**config.mk**
```make
export PLATFORM = sky130hd
export DESIGN_NAME = saacr_top
export DESIGN_NICKNAME = d
export VERILOG_FILES = /design/src/include/saacr_pkg.sv /design/src/logic/saacr_sync.sv /design/src/logic/saacr_top.sv
export SDC_FILE = /design/constraint.sdc
export NUM_CORES = 1
export LEC_CHECK = 0
export ABC_AREA = 0
export CORE_ASPECT_RATIO = 0.6
export CORE_UTILIZATION = 52
export DETAILED_ROUTE_END_ITERATION = 10
export DONT_BUFFER_PORTS = 1
export GPL_TIMING_DRIVEN = 0
export PLACE_DENSITY = 0.67
export SYNTH_ARGS = -nofsm -noshare
export SYNTH_HDL_FRONTEND = slang
export SYNTH_HIERARCHICAL = 1
export SYNTH_SLANG_ARGS = --single-unit
```
**constraint.sdc**
```tcl
create_clock -name core_clk -period 5.2 [get_ports core_clk]
set_clock_uncertainty 0.1 [all_clocks]
set_input_delay 1.04 -clock core_clk [delete_from_list [all_inputs] [get_ports core_clk]]
set_output_delay 1.04 -clock core_clk [all_outputs]
set_load 0.01 [all_outputs]
```
**src/include/saacr_pkg.sv**
```systemverilog
package saacr_pkg;
   // ----------------------------------------------------------------
   // register map
   // ----------------------------------------------------------------
   localparam logic [6:0] ADDR_POLARITY_ORDER = 7'h17;
   localparam logic [6:0] ADDR_INTEG_WINDOW = 7'h39;
   localparam logic [6:0] ADDR_INTEG_CONTROL = 7'h42;
   localparam logic [6:0] ADDR_CHANNEL_GAIN = 7'h55;

   localparam logic [15:0] RST_POLARITY_ORDER = 16'h0000;
   localparam logic [15:0] RST_INTEG_WINDOW = 16'h22fc;
   localparam logic [15:0] RST_INTEG_CONTROL = 16'h1c38;
   localparam logic [15:0] RST_CHANNEL_GAIN = 16'h0000;

   // ----------------------------------------------------------------
   // field positions
   // ----------------------------------------------------------------
   localparam int POL_LSB = 0;
   localparam int WIDTH_LSB = 11;
   localparam int OFFSET_LSB = 0;
   localparam int INT_GAIN_LSB = 8;
   localparam int BUF_MODE_BIT = 7;
   localparam int IND_EN_BIT = 6;
   localparam int SHARED_GAIN_LSB = 0;
   localparam int CH2_GAIN_LSB = 0;
   localparam int CH3_GAIN_LSB = 2;
   localparam int CH4_GAIN_LSB = 4;

   // ----------------------------------------------------------------
   // codes and serial frame
   // ----------------------------------------------------------------
   localparam logic [1:0] INT_GAIN_UNDEFINED = 2'h3;
   localparam logic [4:0] FRAME_ADDR_BITS = 5'h08;
   localparam logic [4:0] FRAME_BITS = 5'h18;
   localparam int STEP_WIDTH_NS = 1000;
   localparam int STEP_OFFSET_PS = 31250;
   localparam int CLK_PERIOD_NS = 20;
   localparam int WIDTH_STEP_CYCLES = STEP_WIDTH_NS / CLK_PERIOD_NS;
endpackage : saacr_pkg

```
**src/logic/saacr_sync.sv**
```systemverilog
`timescale 1ns/1ps
module saacr_sync #(
   parameter int W = 1
) (
   input wire logic core_clk,
   input wire logic rst_n,
   input wire logic [W-1:0] d,
   output logic [W-1:0] q
);
   logic [W-1:0] meta_q;

   // meta_q feeds only the second stage
   always_ff @(posedge core_clk or negedge rst_n) begin
      if (!rst_n) begin
         meta_q <= '0;
         q <= '0;
      end else begin
         meta_q <= d;
         q <= meta_q;
      end
   end
endmodule : saacr_sync

```
**src/logic/saacr_top.sv**
```systemverilog
`timescale 1ns/1ps
// Overview of operation
// channel three gain code 0..3 picks 200/100/50/25 kilohm when individual gain on
// channel two gain uses the same four-step code, only with individual gain on
// four-bit polarity field holds one polarity bit per pulse of a group of four
// bit 0 governs pulse one up to bit 3 governing pulse four
// after pulse four the polarity pattern restarts at bit 0, repeating indefinitely
// polarity bit 0 gives normal integration, 1 gives reversed integration
// five-bit window width in one microsecond steps, default 0x4
// eleven-bit window offset in 31.25 ns steps, default 0x2fc
// normal mode integrator gain 00/01/10 selects 400/200/100 kilohm
// in buffer mode every defined integrator gain code gives unity gain
// buffer bit clear keeps the normal integrator, default clear
// buffer bit set turns the integrator into a buffer amplifier
// individual gain bit set enables per-channel gain, else one shared code
// host writes zeros to reserved polarity bits and 0x07 in the control top field
module saacr_top
   import saacr_pkg::*;
(
   input wire logic core_clk,
   input wire logic rst_n,
   input wire logic spi_sclk,
   input wire logic spi_cs_n,
   input wire logic spi_mosi,
   output logic spi_miso,
   output logic spi_miso_oe,
   input wire logic slot_start,
   input wire logic pulse_done,
   output logic pulse_reverse,
   output logic [1:0] pulse_index,
   output logic [1:0] ch1_gain,
   output logic [1:0] ch2_gain,
   output logic [1:0] ch3_gain,
   output logic [1:0] ch4_gain,
   output logic [1:0] integrator_gain,
   output logic integrator_buffer_mode,
   output logic integrator_unity_gain,
   output logic [4:0] window_width,
   output logic [10:0] window_offset,
   output logic [10:0] window_width_cycles
);
   import saacr_pkg::*;

   // ----------------------------------------------------------------
   // state
   // ----------------------------------------------------------------
   typedef struct packed {
      // serial receive and transmit
      logic sclk_prev;
      logic [4:0] bit_cnt;
      logic [15:0] rx_sh;
      logic [6:0] addr;
      logic is_write;
      logic [15:0] tx_sh;
      logic miso;
      // pulse sequencer
      logic [1:0] pulse_idx;
      // configuration registers
      logic [15:0] pol_reg;
      logic [15:0] win_reg;
      logic [15:0] ctl_reg;
      logic [15:0] gain_reg;
   } saacr_state_type;

   saacr_state_type s_q;
   saacr_state_type s_d;
   logic rst_sync_n;
   logic [2:0] pins_s;
   logic sclk_s;
   logic cs_n_s;
   logic mosi_s;
   logic [15:0] rdata;
   logic [1:0] shared_gain;
   logic ind_en;

   // ----------------------------------------------------------------
   // reset release
   // ----------------------------------------------------------------
   saacr_sync #(.W(1)) u_rst_sync (
      .core_clk(core_clk),
      .rst_n(rst_n),
      .d(1'b1),
      .q(rst_sync_n)
   );

   // ----------------------------------------------------------------
   // pin synchronisers
   // ----------------------------------------------------------------
   // select is carried active high so the cleared flops read as deselected,
   // otherwise miso_oe would pulse and a frame would open right after reset
   saacr_sync #(.W(3)) u_pin_sync (
      .core_clk(core_clk),
      .rst_n(rst_sync_n),
      .d({spi_sclk, !spi_cs_n, spi_mosi}),
      .q(pins_s)
   );

   assign sclk_s = pins_s[2];
   assign cs_n_s = !pins_s[1];
   assign mosi_s = pins_s[0];

   // ----------------------------------------------------------------
   // read mux
   // ----------------------------------------------------------------
   always_comb begin
      if (s_q.addr == ADDR_POLARITY_ORDER) begin
         rdata = s_q.pol_reg;
      end else if (s_q.addr == ADDR_INTEG_WINDOW) begin
         rdata = s_q.win_reg;
      end else if (s_q.addr == ADDR_INTEG_CONTROL) begin
         rdata = s_q.ctl_reg;
      end else if (s_q.addr == ADDR_CHANNEL_GAIN) begin
         rdata = s_q.gain_reg;
      end else begin
         // unmapped addresses read as zero
         rdata = 16'h0000;
      end
   end

   // ----------------------------------------------------------------
   // serial frame and pulse sequencer
   // ----------------------------------------------------------------
   // frame: 7 address bits, 1 write flag, 16 data bits, msb first;
   // mosi taken on rising sclk, miso moved on falling sclk.
   // sclk must stay below about a sixth of core_clk for the sampled edges.
   // a frame cut short by cs_n leaves every register untouched.
   always_comb begin
      s_d = s_q;
      s_d.sclk_prev = sclk_s;
      if (cs_n_s) begin
         s_d.bit_cnt = 5'h00;
         // miso parks low while deselected so no stale bit lingers
         s_d.miso = 1'b0;
      end else if (sclk_s && !s_q.sclk_prev) begin
         s_d.rx_sh = {s_q.rx_sh[14:0], mosi_s};
         // the count stops at a full frame, so extra clocks cannot commit twice
         if (s_q.bit_cnt != FRAME_BITS) begin
            s_d.bit_cnt = s_q.bit_cnt + 5'h01;
         end
         if (s_q.bit_cnt == FRAME_ADDR_BITS - 5'h01) begin
            s_d.addr = s_q.rx_sh[6:0];
            s_d.is_write = mosi_s;
         end
         if (s_q.bit_cnt == FRAME_BITS - 5'h01 && s_q.is_write) begin
            // every field is plain storage; reserved bits keep what the host writes
            if (s_q.addr == ADDR_POLARITY_ORDER) begin
               s_d.pol_reg = {s_q.rx_sh[14:0], mosi_s};
            end else if (s_q.addr == ADDR_INTEG_WINDOW) begin
               s_d.win_reg = {s_q.rx_sh[14:0], mosi_s};
            end else if (s_q.addr == ADDR_INTEG_CONTROL) begin
               s_d.ctl_reg = {s_q.rx_sh[14:0], mosi_s};
            end else if (s_q.addr == ADDR_CHANNEL_GAIN) begin
               s_d.gain_reg = {s_q.rx_sh[14:0], mosi_s};
            end
         end
      end else if (!sclk_s && s_q.sclk_prev) begin
         if (s_q.bit_cnt == FRAME_ADDR_BITS && !s_q.is_write) begin
            s_d.miso = rdata[15];
            s_d.tx_sh = {rdata[14:0], 1'b0};
         end else if (s_q.bit_cnt > FRAME_ADDR_BITS) begin
            s_d.miso = s_q.tx_sh[15];
            s_d.tx_sh = {s_q.tx_sh[14:0], 1'b0};
         end
      end

      // the two-bit index wraps after pulse four back to pulse one
      // slot_start wins over pulse_done in the same cycle
      if (slot_start) begin
         s_d.pulse_idx = 2'h0;
      end else if (pulse_done) begin
         s_d.pulse_idx = s_q.pulse_idx + 2'h1;
      end
   end

   // ----------------------------------------------------------------
   // state register
   // ----------------------------------------------------------------
   always_ff @(posedge core_clk or negedge rst_sync_n) begin
      if (!rst_sync_n) begin
         s_q <= '{
            sclk_prev: 1'b0,
            bit_cnt: 5'h00,
            rx_sh: 16'h0000,
            addr: 7'h00,
            is_write: 1'b0,
            tx_sh: 16'h0000,
            miso: 1'b0,
            pulse_idx: 2'h0,
            pol_reg: RST_POLARITY_ORDER,
            win_reg: RST_INTEG_WINDOW,
            ctl_reg: RST_INTEG_CONTROL,
            gain_reg: RST_CHANNEL_GAIN
         };
      end else begin
         s_q <= s_d;
      end
   end

   // ----------------------------------------------------------------
   // serial outputs and pulse polarity
   // ----------------------------------------------------------------
   assign spi_miso = s_q.miso;
   assign spi_miso_oe = !cs_n_s;
   assign pulse_index = s_q.pulse_idx;
   assign pulse_reverse = s_q.pol_reg[POL_LSB + s_q.pulse_idx];

   // ----------------------------------------------------------------
   // channel gain selection
   // ----------------------------------------------------------------
   assign ind_en = s_q.ctl_reg[IND_EN_BIT];
   assign shared_gain = s_q.ctl_reg[SHARED_GAIN_LSB +: 2];
   // channel one always follows the shared field, also with individual gain on
   assign ch1_gain = shared_gain;
   assign ch2_gain = ind_en ? s_q.gain_reg[CH2_GAIN_LSB +: 2] : shared_gain;
   assign ch3_gain = ind_en ? s_q.gain_reg[CH3_GAIN_LSB +: 2] : shared_gain;
   assign ch4_gain = ind_en ? s_q.gain_reg[CH4_GAIN_LSB +: 2] : shared_gain;

   // ----------------------------------------------------------------
   // integrator and window timing
   // ----------------------------------------------------------------
   assign integrator_gain = s_q.ctl_reg[INT_GAIN_LSB +: 2];
   assign integrator_buffer_mode = s_q.ctl_reg[BUF_MODE_BIT];
   // code 3 has no defined meaning in either mode, so it never reports unity
   assign integrator_unity_gain = integrator_buffer_mode && (integrator_gain != INT_GAIN_UNDEFINED);
   assign window_width = s_q.win_reg[WIDTH_LSB +: 5];
   // offset stays in 31.25 ns steps, not a whole number of 20 ns core_clk cycles, so it is not converted
   assign window_offset = s_q.win_reg[OFFSET_LSB +: 11];
   assign window_width_cycles = 11'(32'(window_width) * WIDTH_STEP_CYCLES);
endmodule : saacr_top

```
==> qor.yml, run 1 <==
status: "finished clean"
synth_ff_type: "dfrtp_1"
synthArstFlopShare_pct: 100
wl_per_cell_um: 21.0
clk_pin_slew_ps: 50
synth-edff-count: 0
drt_iter0_markers: 415
rsz0062_at_grt: "no"
antenna_left: 0
vias_per_cell: 5.93
dp_hpwl_um: 9870
power.leakage_uw: 0.00335
grt_pass1_wl_um: 22800
synth_nets: 518
die_h_um: 85.7
cts_made_buffers: 17
syn_area_um2: 6080
totalWireLength_um: 14400
drcViolationCount: 0
worstSetupPathType: "flip-flop to output pin"
crit_slowest_cell: "dfrtp_1"
rows: 30
reg2reg_slack_ps: 2710
cts_setup_buffers: 0
crit_path_frequent_cell: "ha_1"
clk_root_buffer_cell: "clkbuf_16"
final_util_pct: 60.8
worst-path-max-fanout: 7
antenna_cells: 0
drtPass1Iterations: 7
vias: 4070
slew-limit-headroom_pct: 26.5
max_freq_ghz: 0.257
core-area_um2: 11300
cp.depth: 9
ys_seq_area_share_pct: 49.3
syn2layout_area_growth_pct: 13.5
setup_viol_count_final: 0
htree_levels: 4
final.setup.tns_ps: 0
reg2reg_from: "u_pin_sync/q[1]"
maxCapViolCount: 0
finalCritPeriodShare_pct: 74.7
grt-ovfl-total: 0
portBuffers: 0
avgSynthCellArea_um2: 12.3
drive_gt1_share_pct: 34.6
slowest_delay_ps: 510
synth_cell_types: 50
tightest_slew_ps: 1090
start_util_pct: 53.6
ys_ff_latch: 119
fin_nets: 539
holdBufCountCts: 0
ios: 51
hold_class: "flip-flop to asynchronous set/reset pin"
powerDensity_nw_per_um2: 328
grt_pass1_vias: 4018
cts_resized: 0
grt_max_degree: 44
maxSlewViolCount: 0
startpoint_type: "flip-flop"
end_kind: "output pin"
critPathBufInv: 2
die_w_um: 142
ys_warn_count: 6
cts.sinks: 119
worstPathArrival_ps: 2750
place.gp.congestion: 0.846
clock_path_buffers: 2
place_area_um2: 6320
insertion_delay_ps: 420
crit_required_ps: 4060
grt_use_total_pct: 25.7
die_area_um2: 12100
peakVddDrop_uv: 211
finalCriticalPeriod_ps: 3890
whs_ps: 189
hold_viol: 0
critical_path.top_delay_family: "adder cells"
r2r_end: "window_width[3]"
rr_worst_depth: 5
final_cell_area_um2: 6900
tritoncts: "done"
synthCells: 492
crit_path_cell_trace: "inv_1 > ha_1 > inv_1 > ha_1 > ha_1 > ha_1 > nand2_1 > o21ai_0 > xor2_1"
antenna_found_initial: 0
## flip-flops by register name, indices dropped and copies added (netlist names), 2 cells and up
| name | count |
|---|---|
| s_q | 86 |
| window_offset | 11 |
| window_width | 5 |
| u_pin_sync/meta_q | 3 |
| u_pin_sync/q | 3 |
| ch1_gain | 2 |
| integrator_gain | 2 |
| pulse_index | 2 |
## worst max path at each step
| stage | from | end | slack [ps] |
|---|---|---|---|
| finish | window_width[3] | window_width_cycles[10] | 1310 |
| global route | window_width[3] | window_width_cycles[10] | 1130 |
| CTS | window_width[3] | window_width_cycles[10] | 1290 |
| detailed placement | window_width[3] | window_width_cycles[10] | 1730 |
| global placement | u_rst_sync/q | s_q[107] | 260 |
| floorplan | u_rst_sync/q | ch1_gain[0] | 1560 |
## cell type report
cell class                      instances  area (um^2)
Fill cell                             911         4440
Timing Repair Buffer                    2         40.0
Clock buffer                           28          507
Clock inverter                          4         70.1
Multi-Input combinational cell        312         2710
Buffer                                 54          344
Sequential cell                       119         3000
Inverter                                7         26.3
Tap cell                              160          200
## synth_stat cells, drive strengths merged, types with 2 or more instances
master  instances  area, um^2
a21o            2        15.0
a31oi           2        12.5
and2            4        25.0
and4           15         131
and4bb          2        25.0
buf            39         287
clkbuf         15        57.6
conb            2        7.51
dfrtp         105        2630
dfstp          14         368
ha             18         225
inv             7        26.3
mux2           87        1110
mux2i           2        20.0
nand2          32         120
nand2b          3        18.8
nand3          49         295
nand3b          2        27.5
nand4          16         100
nor2           24        90.1
nor2b           3        18.8
nor3            2        10.0
nor3b           2        25.0
nor4            3        55.1
o211ai          2        15.0
o21ai           2        10.0
o311ai         13         114
o31a            2        17.5
o31ai           2        15.0
xnor2           5        43.8
xor2            6        52.6
## per-layer routing
metal / track usage [%] / wire [um]
met1: 37.4 / 6840
met2: 36.6 / 6340
met3: 8.21 / 1070
met4: 7.72 / 142
met5: 0 / 0
## cells in the final DEF (no fill, tap or decap), types with 3 or more instances in the layout
cell type and count:
dfrtp_1 104, mux2_2 53, nand3_1 45, mux2_4 34
nand2_1 32, buf_4 27, nor2_1 24, clkbuf_1 21
ha_1 18, clkbuf_16 17, nand4_1 16, and4_1 15
dfstp_2 14, inv_1 7, buf_2 7, o311ai_1 7
xor2_1 6, o311ai_0 6, xnor2_1 5, and2_1 4
nand3_4 4, buf_6 4, clkbuf_8 4, nand2b_1 3
nor2b_1 3
## power breakdown
| part | internal (uW) | total (uW) | switching, uW |
|---|---|---|---|
| clock | 754 | 1150 | 394 |
| combinational | 37.5 | 67.2 | 29.7 |
| sequential | 963 | 1050 | 84.4 |
## cell families (layout without fill, tap and decap cells)
family	Yosys count	in the layout	share of synthesized area, %
compound gates	29	29	3.79
xor+xnor	11	11	1.59
other cells	2	2	0.124
fa+ha+maj	19	19	4.04
flops	119	119	49.3
mux	90	90	18.9
buf+inv	61	95	6.10
simple gates	161	161	16.1
## per-stage QoR
| stage | total power, uW | instances | setup slack, ps |
|---|---|---|---|
| finish | 2260 | 686 | 1310 |
| global route | 2340 | 686 | 1130 |
| CTS | 2280 | 686 | 1290 |
| detailed placement | 1130 | 654 | 1730 |
| global placement | 1120 | 652 | 261 |
| floorplan | 1070 | 492 | 1560 |
No activity file was read; power rests on OpenSTA's default activity.
==> run 2, diff against run 1 <==
clock period = 3.9 ns   (was 5.2 ns; I/O delays follow)
==> qor.yml, run 2 (synthesis results as in run 1) <==
dp_hpwl_um: 9870  # unchanged
clk_root_buffer_cell: "clkbuf_16"
antenna_cells: 0  # unchanged
final_util_pct: 60.9  # +0.088 points
fin_total_pwr_uw: 3020  # +33%
start_util_pct: 53.6  # unchanged
status: "finished clean"
tightest_slew_ps: 1090  # -5.31 ps
final_cell_mix: "dfrtp_1 (104), mux2_2 (53), nand3_1 (45), mux2_4 (34), nand2_1 (32)"
syn2layout_area_growth_pct: 13.7
cts_made_buffers: 17  # unchanged
largest-register: "s_q"
crit_required_ps: 3020  # -1040 ps
die_area_um2: 12100  # unchanged
hold_class: "flip-flop to asynchronous set/reset pin"
die_h_um: 85.7  # unchanged
grt.busiest_layer: "met1"
die_w_um: 142  # unchanged
grt_max_degree: 44  # unchanged
largest_register_ffs: 86  # unchanged
power.leakage_uw: 0.00335  # +0.12%
final.setup.tns_ps: 0  # unchanged
antenna_left: 0  # unchanged
end_kind: "output pin"
startpoint_type: "flip-flop"
drtPass1Iterations: 7  # unchanged
worst-path-max-fanout: 7  # unchanged
worstSetupPathType: "flip-flop to output pin"
finalCritPeriodShare_pct: 93.2
mostFrequentLayoutCell: "dfrtp_1"
antenna_found_initial: 0  # unchanged
rr_worst_depth: 5  # unchanged
vias: 4032  # -0.93%
cts_setup_buffers: 0  # unchanged
grt_pass1_wl_um: 22900  # +0.24%
holdBufCountCts: 1  # +1
peakVddDrop_uv: 281  # +33%
insertion_delay_ps: 420  # about the same
max_freq_ghz: 0.275
hold_viol: 0  # unchanged
totalWireLength_um: 14400  # -0.10%
cts.sinks: 119  # unchanged
met3_usage_pct: 8.21  # unchanged
rsz0062_at_grt: "no"
setup_viol_count_final: 0  # unchanged
tritoncts: "done"
clk_pin_slew_ps: 50  # about the same
grt_use_total_pct: 25.8  # +0.050 points
maxSlewViolCount: 0  # unchanged
worstPathArrival_ps: 2750  # about the same
slew-limit-headroom_pct: 26.8  # +0.36 points
drt_iter0_markers: 400  # -3.6%
whs_ps: 189  # +0.873 ps
use_met1_pct: 37.5  # +0.11 points
drive_gt1_share_pct: 34.5  # -0.066 points
portBuffers: 0  # unchanged
drcViolationCount: 0  # unchanged
vias_per_cell: 5.87  # -1.1%
finalCriticalPeriod_ps: 3630
grt-ovfl-total: 0  # unchanged
maxCapViolCount: 0  # unchanged
wl_per_cell_um: 20.9  # -0.25%
fin_nets: 540  # +0.19%
grt_pass1_vias: 4021  # +0.075%
clock_path_buffers: 2  # unchanged
core-area_um2: 11300  # unchanged
rows: 30  # unchanged
ios: 51  # unchanged
powerDensity_nw_per_um2: 437  # +33%
htree_levels: 4  # unchanged
place.gp.congestion: 0.846  # unchanged
cts_resized: 0  # unchanged
grt_use_met2_pct: 36.6  # +0.045 points
[run 2: where the power goes]
| group | internal (uW) | leakage [uW] | switching [uW] |
|---|---|---|---|
| sequential | 1280 | 0.00158 | 113 |
| combinational | 50.7 | 0.00149 | 40.2 |
| clock | 1010 | 0.000283 | 526 |
[run 2: final cells by class]
class / instances / area [um^2]
timing repair buffer: 3 / 50.0
sequential: 119 / 3000
clock buffer: 28 / 507
clock inverter: 4 / 70.1
buffer: 54 / 344
multi-input combinational: 312 / 2710
fill: 912 / 4430
tap: 160 / 200
inverter: 7 / 26.3
[run 2: metrics by stage]
step / cells / worst slack (ps) / instance area (um^2)
CTS: 687 / 245 / 6910
global placement: 652 / -1040 / 6280
floorplan: 492 / 264 / 6080
global route: 687 / 93.4 / 6910
detailed placement: 654 / 693 / 6320
finish: 687 / 266 / 6910
[run 2: final timing paths]
kind | start | endpoint | slack (ps)
max in group asynchronous | u_rst_sync/q | s_q[19] | 2580
worst min register to register | u_rst_sync/q | window_width[0] | 190
min in group core_clk | u_pin_sync/meta_q[1] | u_pin_sync/q[1] | 250
worst max register to register | u_pin_sync/q[1] | window_width[3] | 1410
worst max-delay path | window_width[3] | window_width_cycles[10] | 270
worst min-delay path | u_rst_sync/q | window_width[0] | 190
[run 2: worst max-delay path, stage by stage (launching register included)]
cell and delay, ps:
dfrtp_1 510, inv_1 80, ha_1 280, inv_1 40, ha_1 290, ha_1 300
ha_1 330, nand2_1 60, o21ai_0 180, xor2_1 280
[run 2: per-layer routing]
layer  wire length [um]  part of all wire (%)  up-vias
met3               1110                   7.7       13
li1                   -                     -     1807
met5                  0                     0        -
met1               6760                    47     2083
met4                147                   1.0        0
met2               6350                    44      129
